$ cat config.mk
export PLATFORM = sky130hd
export DESIGN_NAME = rsdmc_top
export DESIGN_NICKNAME = d
export VERILOG_FILES = /design/src/logic/rsdmc_pkg.sv /design/src/logic/rsdmc_basis.sv /design/src/logic/rsdmc_chan_seq.sv /design/src/logic/rsdmc_top.sv
export SDC_FILE = /design/constraint.sdc
export NUM_CORES = 1
export LEC_CHECK = 0
export BUFFER_PORTS_ARGS = -buffer_cell sky130_fd_sc_hd__buf_2
export CORE_MARGIN = 4
export CORE_UTILIZATION = 37
export DETAILED_ROUTE_END_ITERATION = 10
export HOLD_SLACK_MARGIN = 0.12
export PLACE_DENSITY = 0.63
export RECOVER_POWER = 100
export SLEW_MARGIN = 20
export SYNTH_ARGS = -nofsm -noshare
export SYNTH_HDL_FRONTEND = slang
export SYNTH_HIERARCHICAL = 1
export SYNTH_SLANG_ARGS = --single-unit
$ cat constraint.sdc
create_clock -name aclk -period 2.37 [get_ports aclk]
set_clock_uncertainty 0.1 [all_clocks]
set_input_delay 0.474 -clock aclk [delete_from_list [all_inputs] [get_ports aclk]]
set_output_delay 0.474 -clock aclk [all_outputs]
set_load 0.01 [all_outputs]
$ cat src/logic/rsdmc_pkg.sv
// Shared constants, types and helpers of the multichannel decoder stream shell
package rsdmc_pkg;

   // ==========================================================
   // Code definition
   localparam int SYM_W      = 8;
   localparam int NUM_CH     = 3;
   localparam int BLK_N      = 255;
   localparam int DATA_K     = 239;
   localparam int CHK_R      = BLK_N - DATA_K;
   localparam int FIELD_POLY = 0;
   localparam int SCALE_H    = 1;
   localparam int GEN_START  = 0;
   localparam int NUM_PUNC   = 2;
   localparam int PD_SINGLE  = 203;
   localparam int CH_W       = $clog2(NUM_CH);
   localparam int POS_W      = $clog2(BLK_N);
   localparam int PSEL_W     = 1;

   // ==========================================================
   // Helpers evaluated at elaboration
   function automatic int default_poly(input int w);
      case (w)
         3:       return 11;
         4:       return 19;
         5:       return 37;
         6:       return 67;
         7:       return 137;
         8:       return 285;
         9:       return 529;
         10:      return 1033;
         11:      return 2053;
         12:      return 4179;
         default: return 0;
      endcase
   endfunction

   function automatic int gcd(input int a, input int b);
      int x;
      int y;
      int t;
      x = a;
      y = b;
      while (y != 0) begin
         t = x % y;
         x = y;
         y = t;
      end
      return x;
   endfunction

   localparam int POLY_USED = (FIELD_POLY == 0) ? default_poly(SYM_W) : FIELD_POLY;
   localparam bit SCALE_OK  = (gcd(SCALE_H, (1 << SYM_W) - 1) == 1);
   localparam int PD_MULTI  = PD_SINGLE * NUM_CH;
   localparam bit CONT_OK   = (PD_MULTI <= BLK_N * NUM_CH);

   // ==========================================================
   // Register map, byte addresses
   localparam int                ADDR_W   = 8;
   localparam logic [ADDR_W-1:0] REG_CTRL = 8'h00;
   localparam logic [ADDR_W-1:0] REG_STAT = 8'h04;
   localparam logic [ADDR_W-1:0] REG_POLY = 8'h08;
   localparam logic [ADDR_W-1:0] REG_GEN  = 8'h0c;
   localparam logic [ADDR_W-1:0] REG_PDLY = 8'h10;
   localparam logic [ADDR_W-1:0] REG_CODE = 8'h14;
   localparam logic [ADDR_W-1:0] REG_BLKS = 8'h18;
   localparam int CTRL_CCSDS   = 0;
   localparam int CTRL_RESTART = 1;
   localparam logic CCSDS_RST  = 1'b0;
   localparam int STAT_CH      = 8;
   localparam int STAT_PEND    = 16;
   localparam int STAT_PSEL    = 24;
   localparam int GEN_SCALE    = 16;
   localparam int PDLY_SCALEOK = 30;
   localparam int PDLY_CONTOK  = 31;
   localparam int CODE_R       = 16;
   localparam logic [1:0] RESP_OKAY   = 2'b00;
   localparam logic [1:0] RESP_SLVERR = 2'b10;

   // ==========================================================
   // Trailing symbols erased by each puncture pattern
   localparam logic [POS_W-1:0] PUNC_TAIL [NUM_PUNC] = '{8'h00, 8'h04};
   // Basis conversion matrix, row i selects the bits feeding output bit i
   localparam logic [SYM_W-1:0][SYM_W-1:0] BASIS_M = 64'h0102040810204080;

   // ==========================================================
   // Stream payloads
   typedef struct packed {
      logic             erase;
      logic [SYM_W-1:0] sym;
   } rsdmc_in_s;

   typedef struct packed {
      logic [CH_W-1:0]  ch;
      logic             erase;
      logic [SYM_W-1:0] sym;
   } rsdmc_out_s;

endpackage

$ cat src/logic/rsdmc_basis.sv
// Fixed GF(2) matrix map between conventional and dual basis symbols
module rsdmc_basis
   import rsdmc_pkg::*;
(
   // Symbol in and out
   input  wire logic [SYM_W-1:0] sym_in,
   output logic      [SYM_W-1:0] sym_out
);

   // ==========================================================
   // Each output bit is the parity of one masked matrix row
   always_comb begin
      for (int i = 0; i < SYM_W; i++) begin
         sym_out[i] = ^(BASIS_M[i] & sym_in);
      end
   end

endmodule

$ cat src/logic/rsdmc_chan_seq.sv
// Channel and symbol position counter shared by all channels
module rsdmc_chan_seq
   import rsdmc_pkg::*;
(
   // Clock and reset
   input  wire logic             aclk,
   input  wire logic             aresetn,
   // Control
   input  wire logic             adv,
   input  wire logic             restart,
   // Position
   output logic      [CH_W-1:0]  ch_idx,
   output logic      [POS_W-1:0] pos,
   output logic                  blk_first,
   output logic                  blk_end
);

   typedef struct packed {
      logic [CH_W-1:0]  ch;
      logic [POS_W-1:0] pos;
   } rsdmc_seq_s;

   rsdmc_seq_s q;
   rsdmc_seq_s d;

   // ==========================================================
   // Next position; one counter serves every channel
   always_comb begin
      d = q;
      if (restart) begin
         d = '0;
      end else if (adv) begin
         if (q.ch == CH_W'(NUM_CH - 1)) begin
            d.ch = '0;
            d.pos = (q.pos == POS_W'(BLK_N - 1)) ? '0 : q.pos + 1'b1;
         end else begin
            d.ch = q.ch + 1'b1;
         end
      end
   end

   always_ff @(posedge aclk) begin
      if (!aresetn) begin
         q <= '0;
      end else begin
         q <= d;
      end
   end

   assign ch_idx    = q.ch;
   assign pos       = q.pos;
   assign blk_first = (q.ch == '0) && (q.pos == '0);
   assign blk_end   = (q.ch == CH_W'(NUM_CH - 1)) && (q.pos == POS_W'(BLK_N - 1));

   // ==========================================================
   // Checks
   a_chan_wrap: assert property (@(posedge aclk) disable iff (!aresetn)
      adv && !restart && ch_idx == CH_W'(NUM_CH - 1) |=> ch_idx == '0)
      else $error("channel index did not wrap");
   a_chan_hold: assert property (@(posedge aclk) disable iff (!aresetn)
      !adv && !restart |=> $stable(ch_idx) && $stable(pos))
      else $error("position moved without a handshake");
   a_block_all: assert property (@(posedge aclk) disable iff (!aresetn)
      adv && blk_end |=> blk_first)
      else $error("block did not restart on all channels");

endmodule

$ cat src/logic/rsdmc_top.sv
// Multichannel Reed-Solomon decoder stream shell with AXI4-Lite registers
//
// Operation
// - Multichannel build has fixed n and r; all channels share code parameters.
// - A new block on one channel starts a new block on all channels.
// - One puncture selection per block on control stream applies to every channel.
// - Input symbols interlace channel 1, 2, ...; index moves only on handshake.
// - Output symbols leave in the same channel-interlaced order as input.
// - Input valid may drop any cycle; nothing sampled, channel index holds.
// - Erasure flag is per symbol and affects only that channel's symbol.
// - Multichannel delay is single delay times channels; must fit n times channels.
// - Field polynomial is an integer whose bit i is the x^i coefficient.
// - Polynomial value zero selects the default polynomial for the symbol width.
// - Defaults per width 3..12: 11,19,37,67,137,285,529,1033,2053,4179.
// - Generator roots are alpha^(h*(start+i)); any start value accepted.
// - For shortened codes block length is the shortened symbol count.
// - Largest check count equals block length minus data symbol count.
// - Only supported check counts may be supplied; others decode wrongly.
// - CCSDS mode applies dual-basis conversion at input and output.
// - Symbol width sets both input and output symbol field widths.
// - Without a per-block count field every block uses n minus k checks.
//
// The AXI4-Lite slave port and the register addresses were left to the implementer.
module rsdmc_top
   import rsdmc_pkg::*;
(
   // Clock and reset
   input  wire logic              aclk,
   input  wire logic              aresetn,
   // AXI4-Lite write
   input  wire logic [ADDR_W-1:0] s_axi_awaddr,
   input  wire logic              s_axi_awvalid,
   output logic                   s_axi_awready,
   input  wire logic [31:0]       s_axi_wdata,
   input  wire logic [3:0]        s_axi_wstrb,
   input  wire logic              s_axi_wvalid,
   output logic                   s_axi_wready,
   output logic      [1:0]        s_axi_bresp,
   output logic                   s_axi_bvalid,
   input  wire logic              s_axi_bready,
   // AXI4-Lite read
   input  wire logic [ADDR_W-1:0] s_axi_araddr,
   input  wire logic              s_axi_arvalid,
   output logic                   s_axi_arready,
   output logic      [31:0]       s_axi_rdata,
   output logic      [1:0]        s_axi_rresp,
   output logic                   s_axi_rvalid,
   input  wire logic              s_axi_rready,
   // Per-block control stream
   input  wire logic [PSEL_W-1:0] puncture_pattern_select,
   input  wire logic              s_axis_ctrl_tvalid,
   output logic                   s_axis_ctrl_tready,
   // Interlaced input stream
   input  rsdmc_in_s              s_axis_input_tdata,
   input  wire logic              s_axis_input_tvalid,
   output logic                   s_axis_input_tready,
   // Interlaced output stream
   output rsdmc_out_s             m_axis_output_tdata,
   output logic                   m_axis_output_tvalid,
   output logic                   m_axis_output_tlast,
   input  wire logic              m_axis_output_tready
);

   // ==========================================================
   // State
   typedef struct packed {
      logic                  awready;
      logic                  wready;
      logic                  aw_have;
      logic                  w_have;
      logic [ADDR_W-1:0]     awaddr;
      logic [31:0]           wdata;
      logic [3:0]            wstrb;
      logic                  bvalid;
      logic [1:0]            bresp;
      logic                  arready;
      logic                  rvalid;
      logic [1:0]            rresp;
      logic [31:0]           rdata;
      logic                  ccsds;
      logic                  restart;
      logic                  pend_have;
      logic [PSEL_W-1:0]     pend_psel;
      logic [PSEL_W-1:0]     blk_psel;
      logic                  ctrl_ready;
      logic                  in_ready;
      rsdmc_out_s [1:0]      obuf;
      logic [1:0]            olast;
      logic [1:0]            cnt;
      logic                  ovalid;
      logic [15:0]           blocks;
   } rsdmc_state_s;

   rsdmc_state_s q;
   rsdmc_state_s d;

   logic [CH_W-1:0]  seq_ch;
   logic [POS_W-1:0] seq_pos;
   logic             seq_first;
   logic             seq_end;
   logic [SYM_W-1:0] sym_dual;
   logic [SYM_W-1:0] sym_back;
   logic             acc;
   logic             pop;

   // Address decode shared by read and write
   function automatic logic is_mapped(input logic [ADDR_W-1:0] a);
      case (a)
         REG_CTRL, REG_STAT, REG_POLY, REG_GEN,
         REG_PDLY, REG_CODE, REG_BLKS: return 1'b1;
         default:                      return 1'b0;
      endcase
   endfunction

   // Trailing check symbols of the block erased by the chosen pattern
   function automatic logic punctured(input logic [POS_W-1:0] p,
                                      input logic [PSEL_W-1:0] s);
      if (NUM_PUNC == 0) begin
         return 1'b0;
      end
      return (PUNC_TAIL[s] != '0) && (p >= POS_W'(BLK_N) - PUNC_TAIL[s]);
   endfunction

   // ==========================================================
   // Shared channel sequencer and basis conversion
   rsdmc_chan_seq u_seq (
      .aclk      (aclk),
      .aresetn   (aresetn),
      .adv       (acc),
      .restart   (q.restart),
      .ch_idx    (seq_ch),
      .pos       (seq_pos),
      .blk_first (seq_first),
      .blk_end   (seq_end)
   );

   rsdmc_basis u_to_dual (
      .sym_in  (s_axis_input_tdata.sym),
      .sym_out (sym_dual)
   );

   rsdmc_basis u_from_dual (
      .sym_in  (sym_dual),
      .sym_out (sym_back)
   );

   assign acc = s_axis_input_tvalid && q.in_ready;
   assign pop = q.ovalid && m_axis_output_tready;

   // ==========================================================
   // Next state
   always_comb begin
      logic [PSEL_W-1:0] eff_psel;
      logic [1:0]        slot;
      logic              fst_nxt;
      logic              need_ctrl;
      rsdmc_out_s        ent;
      d = q;
      eff_psel = '0;
      slot = '0;
      fst_nxt = 1'b0;
      need_ctrl = 1'b0;
      ent = '0;
      d.restart = 1'b0;

      // Write address and data captured in either order
      if (s_axi_awvalid && q.awready) begin
         d.aw_have = 1'b1;
         d.awaddr = s_axi_awaddr;
      end
      if (s_axi_wvalid && q.wready) begin
         d.w_have = 1'b1;
         d.wdata = s_axi_wdata;
         d.wstrb = s_axi_wstrb;
      end
      if (q.bvalid && s_axi_bready) begin
         d.bvalid = 1'b0;
      end
      if (d.aw_have && d.w_have && !d.bvalid) begin
         d.aw_have = 1'b0;
         d.w_have = 1'b0;
         d.bvalid = 1'b1;
         d.bresp = is_mapped(d.awaddr) ? RESP_OKAY : RESP_SLVERR;
         // Only the control word is writable; other words ignore writes
         if (d.awaddr == REG_CTRL && d.wstrb[0]) begin
            d.ccsds = d.wdata[CTRL_CCSDS];
            d.restart = d.wdata[CTRL_RESTART];
         end
      end
      d.awready = !d.aw_have && !d.bvalid;
      d.wready = !d.w_have && !d.bvalid;

      // Read path, one outstanding read
      if (q.rvalid && s_axi_rready) begin
         d.rvalid = 1'b0;
      end
      if (s_axi_arvalid && q.arready) begin
         d.rvalid = 1'b1;
         d.rresp = is_mapped(s_axi_araddr) ? RESP_OKAY : RESP_SLVERR;
         d.rdata = '0;
         case (s_axi_araddr)
            REG_CTRL: begin
               d.rdata[CTRL_CCSDS] = q.ccsds;
            end
            REG_STAT: begin
               d.rdata[POS_W-1:0] = seq_pos;
               d.rdata[STAT_CH +: CH_W] = seq_ch;
               d.rdata[STAT_PEND] = q.pend_have;
               d.rdata[STAT_PSEL +: PSEL_W] = q.blk_psel;
            end
            REG_POLY: begin
               d.rdata = 32'(POLY_USED);
            end
            REG_GEN: begin
               d.rdata[15:0] = 16'(GEN_START);
               d.rdata[GEN_SCALE +: 16] = 16'(SCALE_H);
            end
            REG_PDLY: begin
               d.rdata[23:0] = 24'(PD_MULTI);
               d.rdata[PDLY_SCALEOK] = SCALE_OK;
               d.rdata[PDLY_CONTOK] = CONT_OK;
            end
            REG_CODE: begin
               d.rdata[15:0] = 16'(BLK_N);
               // Fixed check count only, so no unlisted count can arrive
               d.rdata[CODE_R +: 16] = 16'(CHK_R);
            end
            REG_BLKS: begin
               d.rdata[15:0] = q.blocks;
            end
            default: begin
               d.rdata = '0;
            end
         endcase
      end
      d.arready = !d.rvalid;

      // One puncture selection held until the next block takes it
      if (s_axis_ctrl_tvalid && q.ctrl_ready && NUM_PUNC > 1) begin
         d.pend_have = 1'b1;
         d.pend_psel = puncture_pattern_select;
      end
      eff_psel = seq_first ? q.pend_psel : q.blk_psel;

      // Output register pair; pop shifts before the new entry lands
      if (pop) begin
         d.obuf[0] = q.obuf[1];
         d.olast[0] = q.olast[1];
         d.cnt = q.cnt - 2'd1;
      end
      slot = d.cnt;
      if (acc) begin
         if (seq_first) begin
            d.blk_psel = q.pend_psel;
            d.pend_have = 1'b0;
         end
         ent.ch = seq_ch;
         ent.erase = s_axis_input_tdata.erase
                     | punctured(seq_pos, eff_psel);
         // Conversion in, then straight back out; no decoding sits between them
         ent.sym = q.ccsds ? sym_back : s_axis_input_tdata.sym;
         d.obuf[slot[0]] = ent;
         d.olast[slot[0]] = seq_end;
         d.cnt = d.cnt + 2'd1;
         if (seq_end) begin
            d.blocks = q.blocks + 16'd1;
         end
      end
      d.ovalid = (d.cnt != 2'd0);

      // Ready is registered, so it looks at the next position
      fst_nxt = q.restart || d.restart || (acc ? seq_end : seq_first);
      need_ctrl = (NUM_PUNC > 1) && fst_nxt && !d.pend_have;
      d.in_ready = (d.cnt != 2'd2) && !need_ctrl && !d.restart;
      d.ctrl_ready = (NUM_PUNC <= 1) || !d.pend_have;
   end

   // ==========================================================
   // State register
   always_ff @(posedge aclk) begin
      if (!aresetn) begin
         q <= '0;
         q.ccsds <= CCSDS_RST;
      end else begin
         q <= d;
      end
   end

   // ==========================================================
   // Outputs straight from state
   assign s_axi_awready        = q.awready;
   assign s_axi_wready         = q.wready;
   assign s_axi_bvalid         = q.bvalid;
   assign s_axi_bresp          = q.bresp;
   assign s_axi_arready        = q.arready;
   assign s_axi_rvalid         = q.rvalid;
   assign s_axi_rresp          = q.rresp;
   assign s_axi_rdata          = q.rdata;
   assign s_axis_ctrl_tready   = q.ctrl_ready;
   assign s_axis_input_tready  = q.in_ready;
   assign m_axis_output_tdata  = q.obuf[0];
   assign m_axis_output_tvalid = q.ovalid;
   assign m_axis_output_tlast  = q.olast[0];

   // ==========================================================
   // Helper: channel of the previous output symbol
   logic [CH_W-1:0] prev_ch;
   logic            prev_seen;
   always_ff @(posedge aclk) begin
      if (!aresetn || q.restart) begin
         prev_ch <= '0;
         prev_seen <= 1'b0;
      end else if (pop) begin
         prev_ch <= m_axis_output_tdata.ch;
         prev_seen <= !m_axis_output_tlast;
      end
   end

   // ==========================================================
   // Checks
   a_out_order: assert property (@(posedge aclk) disable iff (!aresetn)
      pop && prev_seen |-> m_axis_output_tdata.ch ==
         ((prev_ch == CH_W'(NUM_CH - 1)) ? '0 : prev_ch + 1'b1))
      else $error("output channel order broken");
   a_in_tagged: assert property (@(posedge aclk) disable iff (!aresetn)
      acc && q.cnt == 2'd0 |=> m_axis_output_tvalid
         && m_axis_output_tdata.ch == $past(seq_ch))
      else $error("input symbol not tagged with its channel");
   a_erase_own: assert property (@(posedge aclk) disable iff (!aresetn)
      acc && q.cnt == 2'd0 && s_axis_input_tdata.erase |=> m_axis_output_tdata.erase)
      else $error("erasure flag lost");
   a_ctrl_first: assert property (@(posedge aclk) disable iff (!aresetn)
      acc && seq_first && NUM_PUNC > 1 |-> q.pend_have)
      else $error("block started without a puncture selection");
   a_psel_block: assert property (@(posedge aclk) disable iff (!aresetn)
      !(acc && seq_first) |=> $stable(q.blk_psel))
      else $error("puncture selection changed inside a block");
   a_plain_sym: assert property (@(posedge aclk) disable iff (!aresetn)
      acc && q.cnt == 2'd0 && !q.ccsds
         |=> m_axis_output_tdata.sym == $past(s_axis_input_tdata.sym))
      else $error("custom mode altered a symbol");
   a_poly_read: assert property (@(posedge aclk) disable iff (!aresetn)
      s_axi_arvalid && s_axi_arready && s_axi_araddr == REG_POLY
         |=> s_axi_rvalid && s_axi_rdata == 32'(POLY_USED))
      else $error("polynomial readback wrong");
   a_wr_resp: assert property (@(posedge aclk) disable iff (!aresetn)
      s_axi_awvalid && s_axi_awready && s_axi_wvalid && s_axi_wready
         |=> s_axi_bvalid)
      else $error("write response missing");
   a_out_hold: assert property (@(posedge aclk) disable iff (!aresetn)
      m_axis_output_tvalid && !m_axis_output_tready
         |=> m_axis_output_tvalid && $stable(m_axis_output_tdata))
      else $error("output changed while stalled");

endmodule

# Yosys cells after proc, flatten, opt, wreduce, memory -nomap -nowiden

Index checks and enable logic that the tools add are counted.

Word-level logic and storage cells: 165
Output and inout port bits: 56
Input bits: 72
Register bits: 112

Reduce and logical (&&, ||, !) cells: 59
$add $sub $neg: 6
Eq/ne operators: 15
Bitwise logic cells: 3
Muxes and demuxes: 44
Order comparisons: 4

Operators with widths:

| kind                  | count |
|---|---|
| $reduce_xor 8->1      | 16 |
| $eq 8x5->1 const B    | 6 |
| $pmux 9 s5            | 1 |
| $mux 8                | 5 |
| $mux 35               | 1 |
| $eq 8x4->1 const B    | 4 |
| $logic_not 8->1       | 3 |
| $bwmux 22             | 1 |
| $mux 11               | 2 |
| $logic_and 1x1->1     | 20 |
| $add 16x1->16 const B | 1 |
| $eq 8x3->1 const B    | 2 |
| $mux 1                | 16 |
| $mux 15               | 1 |
| $reduce_or 7->1       | 2 |
| $mux 2                | 6 |
| $mux 6                | 2 |
| $demux 11 s1          | 1 |
| $mux 3                | 3 |
| $add 8x1->8 const B   | 1 |
| $eq 8x8->1 const B    | 1 |
| $ge 8x8->1            | 1 |
| $logic_not 1->1       | 8 |
| $reduce_bool 8->1     | 1 |
| other kinds (22)      | 26 |

# Depth between registers and ports, before layout

Depth in word-level cells: 16
Gate-level depth with buffers: 11
Gate-level depth less buffers: 11

# Cells and area by module

The synthesis kept the hierarchy.

By module, submodules not included:

| module         | sequential area each (um^2) | cells each | area an instance (um^2) | instances |
|---|---|---|---|---|
| rsdmc_top      | 1801.7                      | 505        | 4307.9                  | 1 |
| rsdmc_chan_seq | 200.2                       | 59         | 538.0                   | 1 |
| rsdmc_basis    | 0.0                         | 8          | 60.1                    | 2 |

# Worst setup path before layout

Ideal clock, no wire load.

Path type: register to register
Start point: register u_seq.q (netlist bit u_seq/pos[3])
End point: register q[13] in the netlist's numbering
Cell stages (with the launch flop): 8
Arrival: 2.295 ns
Setup time: 0.115 ns
Required time: 2.155 ns
Clock period less this slack: 2.510 ns
Path buffers: 0
Path slack: -0.140 ns
Cell sequence: dfxtp_1 nand4_1 nor4_1 nand4_1 or4_4 nor3_1 xor2_1 and2_1

Longest elaborated chain between the ends: 3

Ends and longest elaborated chain:

| element                    | RTL line             | text |
|---|---|---|
| start, declared            | rsdmc_chan_seq.sv:23 | `rsdmc_seq_s q;` |
| start signal, assigned     | rsdmc_chan_seq.sv:44 | `q <= '0;` |
| start signal, assigned     | rsdmc_chan_seq.sv:46 | `q <= d;` |
| $eq 8x8->1                 | rsdmc_chan_seq.sv:53 | `assign blk_end = (q.ch == CH_W'(NUM_CH - 1)) && (q.pos == POS_W'(BLK_N - 1));` |
| $logic_and 1x1->1          | rsdmc_chan_seq.sv:53 |  |
| via seq_end                | rsdmc_top.sv:100     | `logic seq_end;` |
| $reduce_and 2->1 (no line) | -                    |  |
| end, declared              | rsdmc_top.sv:94      | `rsdmc_state_s q;` |

The timed path passes the listed nets, and every way through them passes these cells.
A chain may end at the register's enable or synchronous reset.

# Worst setup path in the final report

Start point: register u_seq.q (netlist bit u_seq/pos[3])
End point: register q (netlist bit m_axis_output_tdata[8])

Longest elaborated chain between the ends: 13
Elaborated cells on any way between the ends: 14
Those cells by class: 1 x add/sub; 1 x order compare; 6 x mux; 2 x bitwise; 4 x reduce/logical

Ends and longest elaborated chain:

| element                                     | RTL line             | text |
|---|---|---|
| $logic_not 8->1 *                           | rsdmc_chan_seq.sv:52 | `assign blk_first = (q.ch == '0) && (q.pos == '0);` |
| $logic_and 1x1->1 *                         | rsdmc_chan_seq.sv:52 |  |
| via seq_first                               | rsdmc_top.sv:99      | `logic seq_first;` |
| $mux 1 *                                    | -                    |  |
| $not 1->2 (implied by the code) *           | rsdmc_top.sv:121     | `return (PUNC_TAIL[s] != '0) && (p >= POS_W'(BLK_N) - PUNC_TAIL[s]);` |
| $mux 3 (implied by the code) *              | rsdmc_top.sv:121     |  |
| $mux 8 (implied by the code) * (2 in a row) | rsdmc_top.sv:121     |  |
| $sub 8x8->8                                 | rsdmc_top.sv:121     |  |
| $ge 8x8->1                                  | rsdmc_top.sv:121     |  |
| $logic_and 1x1->1 *                         | rsdmc_top.sv:121     |  |
| $or 1x1->1 *                                | rsdmc_top.sv:259     | `\| punctured(seq_pos, eff_psel);` |
| $bwmux 22 *                                 | rsdmc_top.sv:262     | `d.obuf[slot[0]] = ent;` |
| $mux 15 *                                   | rsdmc_top.sv:252     | `if (acc) begin` |

The timed path passes the listed nets; every way through them passes the cells marked *. The select of a mux whose other input is x is not followed.

==> results.md <==
- # rows: 42
- Tmin final: 2.37 ns
- Number of vias per cell: 5.01
- Post-synthesis sequential area ratio: 40.3%
- Hold-fix buffers, CTS: 0
- Warnings, synthesis: 6
- # IOs: 128
- Mapped Avg Cell Area: 8.56 um^2
- Die Span Y: 124 um
- Post-DRT Antenna Nets: 0
- Die area: 0.0153 mm^2
- Max Fclk: 422 MHz
- Area of the multi-input gates: 0.00245 mm^2
- Worst setup SP type: register
- Area share of the leading cell type in the synthesized netlist: 40.3%
- Final HPWL DP: 8480 um
- Vias in the first global route: 3939
- Register area: 0.00200 mm^2
- Worst EP arrival: 2.54 ns
- Hold crit path type: input port to register
- WS Path Type: register to register
- CTS tree: yes
- Final setup vio count: 0
- Worst-margin pin slew: 1.41 ns
- Synth unique cells: 55
- Cell taking the most area after synthesis: dfxtp_1
- Final period util: 100%
- Worst relative slew slack: 5.94%
- Post-synth EDFFs: 0
- Final Power: 0.00380 W
- GRT Residual Overflow: 0
- Outcome: complete, no violations
- Cell with the most instances after synthesis: dfxtp_1
- Critical-path maximum fanout: 3
- DRT Wirelength: 11400 um
- Layout cells sized above 1: 15.6%
- Gr usage total: 15.4%
- DR DRC count: 0
- Pin count of the biggest net entering global routing: 34
- Setup WS pre-CTS: -0.245 ns
- First-pass DRT Iterations: 4
- PwrDens: 688 mW/mm^2
- Inserted Clock Buffers: 9
- Reg clk slew, reported paths: 0.06 ns
- First-pass GRT wire length: 18600 um
- CP Capture Type: register
- DR WL/cell: 14.2 um
- # fillers: 1359
- Final hold viol count: 0
- Flops & latches, synth: 100
- DR vias: 4036
- Max-cap violations: 0
- Die width: 124 um
- Final worst slack: 0.000828 ns
- Root Driver: clkbuf_16
- H-tree depth: 3
- Top post-synthesis cells by area: dfxtp_1, buf_4, nand2_1
- Final Wtd Congestion: 0.825
- Post-CTS Setup Bufs: 0
- Core area: 0.0132 mm^2
- Pins over their slew limit: 0
- Cell count after synthesis: 580
- Top FF cell, synth: dfxtp_1
- CTS sink count: 100
- Critical Path RT: 2.54 ns
- Port bufs: 81
- Worst skew pair latency: 0.34 ns
- Layout overhead on the synthesized area: 11.4%
- Clk buf depth: 2
- RSZ-0062 raised after global routing: true
- Worst VDD drop: 0.395 mV
- Initial Util: 37.6%
- Leak: 2.28 nW
- Post-synth top cells: dfxtp_1, nand2_1, buf_4
- Synth Cell Area: 0.00497 mm^2
- Antenna violations before repair: 1
- Async S/R FF share, synth: 0%
- DRT iter0 DRCs: 199
- Final net count: 703
==> where the power goes <==
part	leakage [nW]	switching [W]	internal [W]
Clock	0.131	0.000589	0.000723
Combinational	1.34	0.000384	0.000252
Sequential	0.812	0.0000702	0.00179
==> cell type report <==
| type | instances | area share (%) |
|---|---|---|
| timing repair buffer | 110 | 10.1 |
| inverter | 10 | 0.679 |
| tap | 176 | 3.98 |
| clock inverter | 3 | 0.271 |
| clock buffer | 11 | 4.39 |
| sequential | 100 | 36.2 |
| multi-input combinational | 394 | 44.3 |
| antenna | 1 | 0.0452 |
==> state kept, by name (all words and copies together) (netlist names), 2 cells and up <==
register,flops
m_axis_output_tdata,11
q,48
s_axi_rdata,20
u_seq/ch_idx,2
u_seq/pos,8
==> path summary, 6_finish.rpt <==
| kind | slack, ns | to | cells past startpoint | from |
|---|---|---|---|---|
| worst min-delay path | 0.30 | q[126] | 3 | s_axi_awaddr[1] |
| worst max register to register | 0.0008 | m_axis_output_tdata[8] | 11 | u_seq/pos[3] |
| worst max-delay path | 0.0008 | m_axis_output_tdata[8] | 11 | u_seq/pos[3] |
| worst min register to register | 0.33 | s_axi_awready | 1 | q[134] |
==> through the flow <==
| stage | area (um^2) | cells | hold WS [ns] | setup TNS [ns] | util, % |
|---|---|---|---|---|---|
| after detailed placement | 5310 | 791 | 0.320 | -0.470 | 40.2 |
| after global placement | 5310 | 791 | 0.305 | -0.282 | 40.2 |
| after floorplan | 5030 | 592 | 0.301 | 0 | - |
| after CTS | 5580 | 804 | 0.288 | 0 | 42.3 |
| final | 5530 | 805 | 0.300 | 0 | 41.9 |
| after global routing | 5530 | 805 | 0.306 | -0.643 | 41.9 |
==> placed cells by master (no fill, tap or decap), types with 4 or more instances in the layout <==
| cell | netlist | final |
|---|---|---|
| buf_2 | 1 | 38 |
| and2_1 | 18 | 15 |
| ha_1 | 6 | 6 |
| inv_1 | 10 | 10 |
| nand2b_1 | 5 | 5 |
| clkbuf_16 | 0 | 9 |
| nor4_2 | 1 | 4 |
| dfxtp_1 | 100 | 98 |
| nor2_1 | 22 | 22 |
| conb_1 | 1 | 13 |
| a21boi_0 | 12 | 12 |
| buf_4 | 63 | 25 |
| and3_1 | 12 | 12 |
| or3_1 | 6 | 6 |
| xnor2_1 | 12 | 12 |
| nand2_1 | 79 | 79 |
| xor2_1 | 5 | 5 |
| a22o_1 | 5 | 5 |
| clkbuf_1 | 22 | 46 |
| nor2b_1 | 27 | 27 |
| nor3_1 | 11 | 8 |
| a21oi_1 | 23 | 23 |
| mux2i_1 | 16 | 15 |
| o211a_1 | 13 | 13 |
| nand3_1 | 33 | 33 |
| o22ai_1 | 4 | 4 |
| o21ai_0 | 17 | 17 |
| nand4_1 | 9 | 9 |
| a22oi_1 | 7 | 7 |
==> per-layer routing <==
metal	wire length [um]	vias up	track usage, %
li1	-	2027	-
met1	5170	1900	19.1
met2	5390	96	25.3
met3	684	13	4.31
met4	191	0	5.67
met5	0	-	0
==> timing repair <==
action,CTS,global route
gates cloned,0,0
endpoints found under the setup margin,2,10
pin swaps,0,2
resized for setup,3,8
==> worst max-delay path, cell delays in order, from the launching register on <==
cell	delay [ns]
dfxtp_2	0.34
nor4_2	0.27
nand3b_1	0.12
nor4_2	0.17
buf_4	0.17
mux2i_2	0.21
inv_1	0.07
ha_1	0.27
a31oi_1	0.09
nor4_2	0.25
nor2_1	0.10
a21oi_1	0.15
==> logic make-up (layout without fill, tap and decap cells) <==
kind of cell	Yosys count	count (layout)	synth area share [%]
multiplexers	17	17	3.45
adder cells (fa/ha/maj)	6	6	1.51
flip-flops	100	100	40.3
AND/OR/NAND/NOR	241	241	25.0
other	1	14	0.0755
XOR/XNOR	17	17	3.00
AO/OA/AOI/OAI	100	100	14.5
buffers and inverters	98	134	12.2
Power figures use the tool's default switching activity.
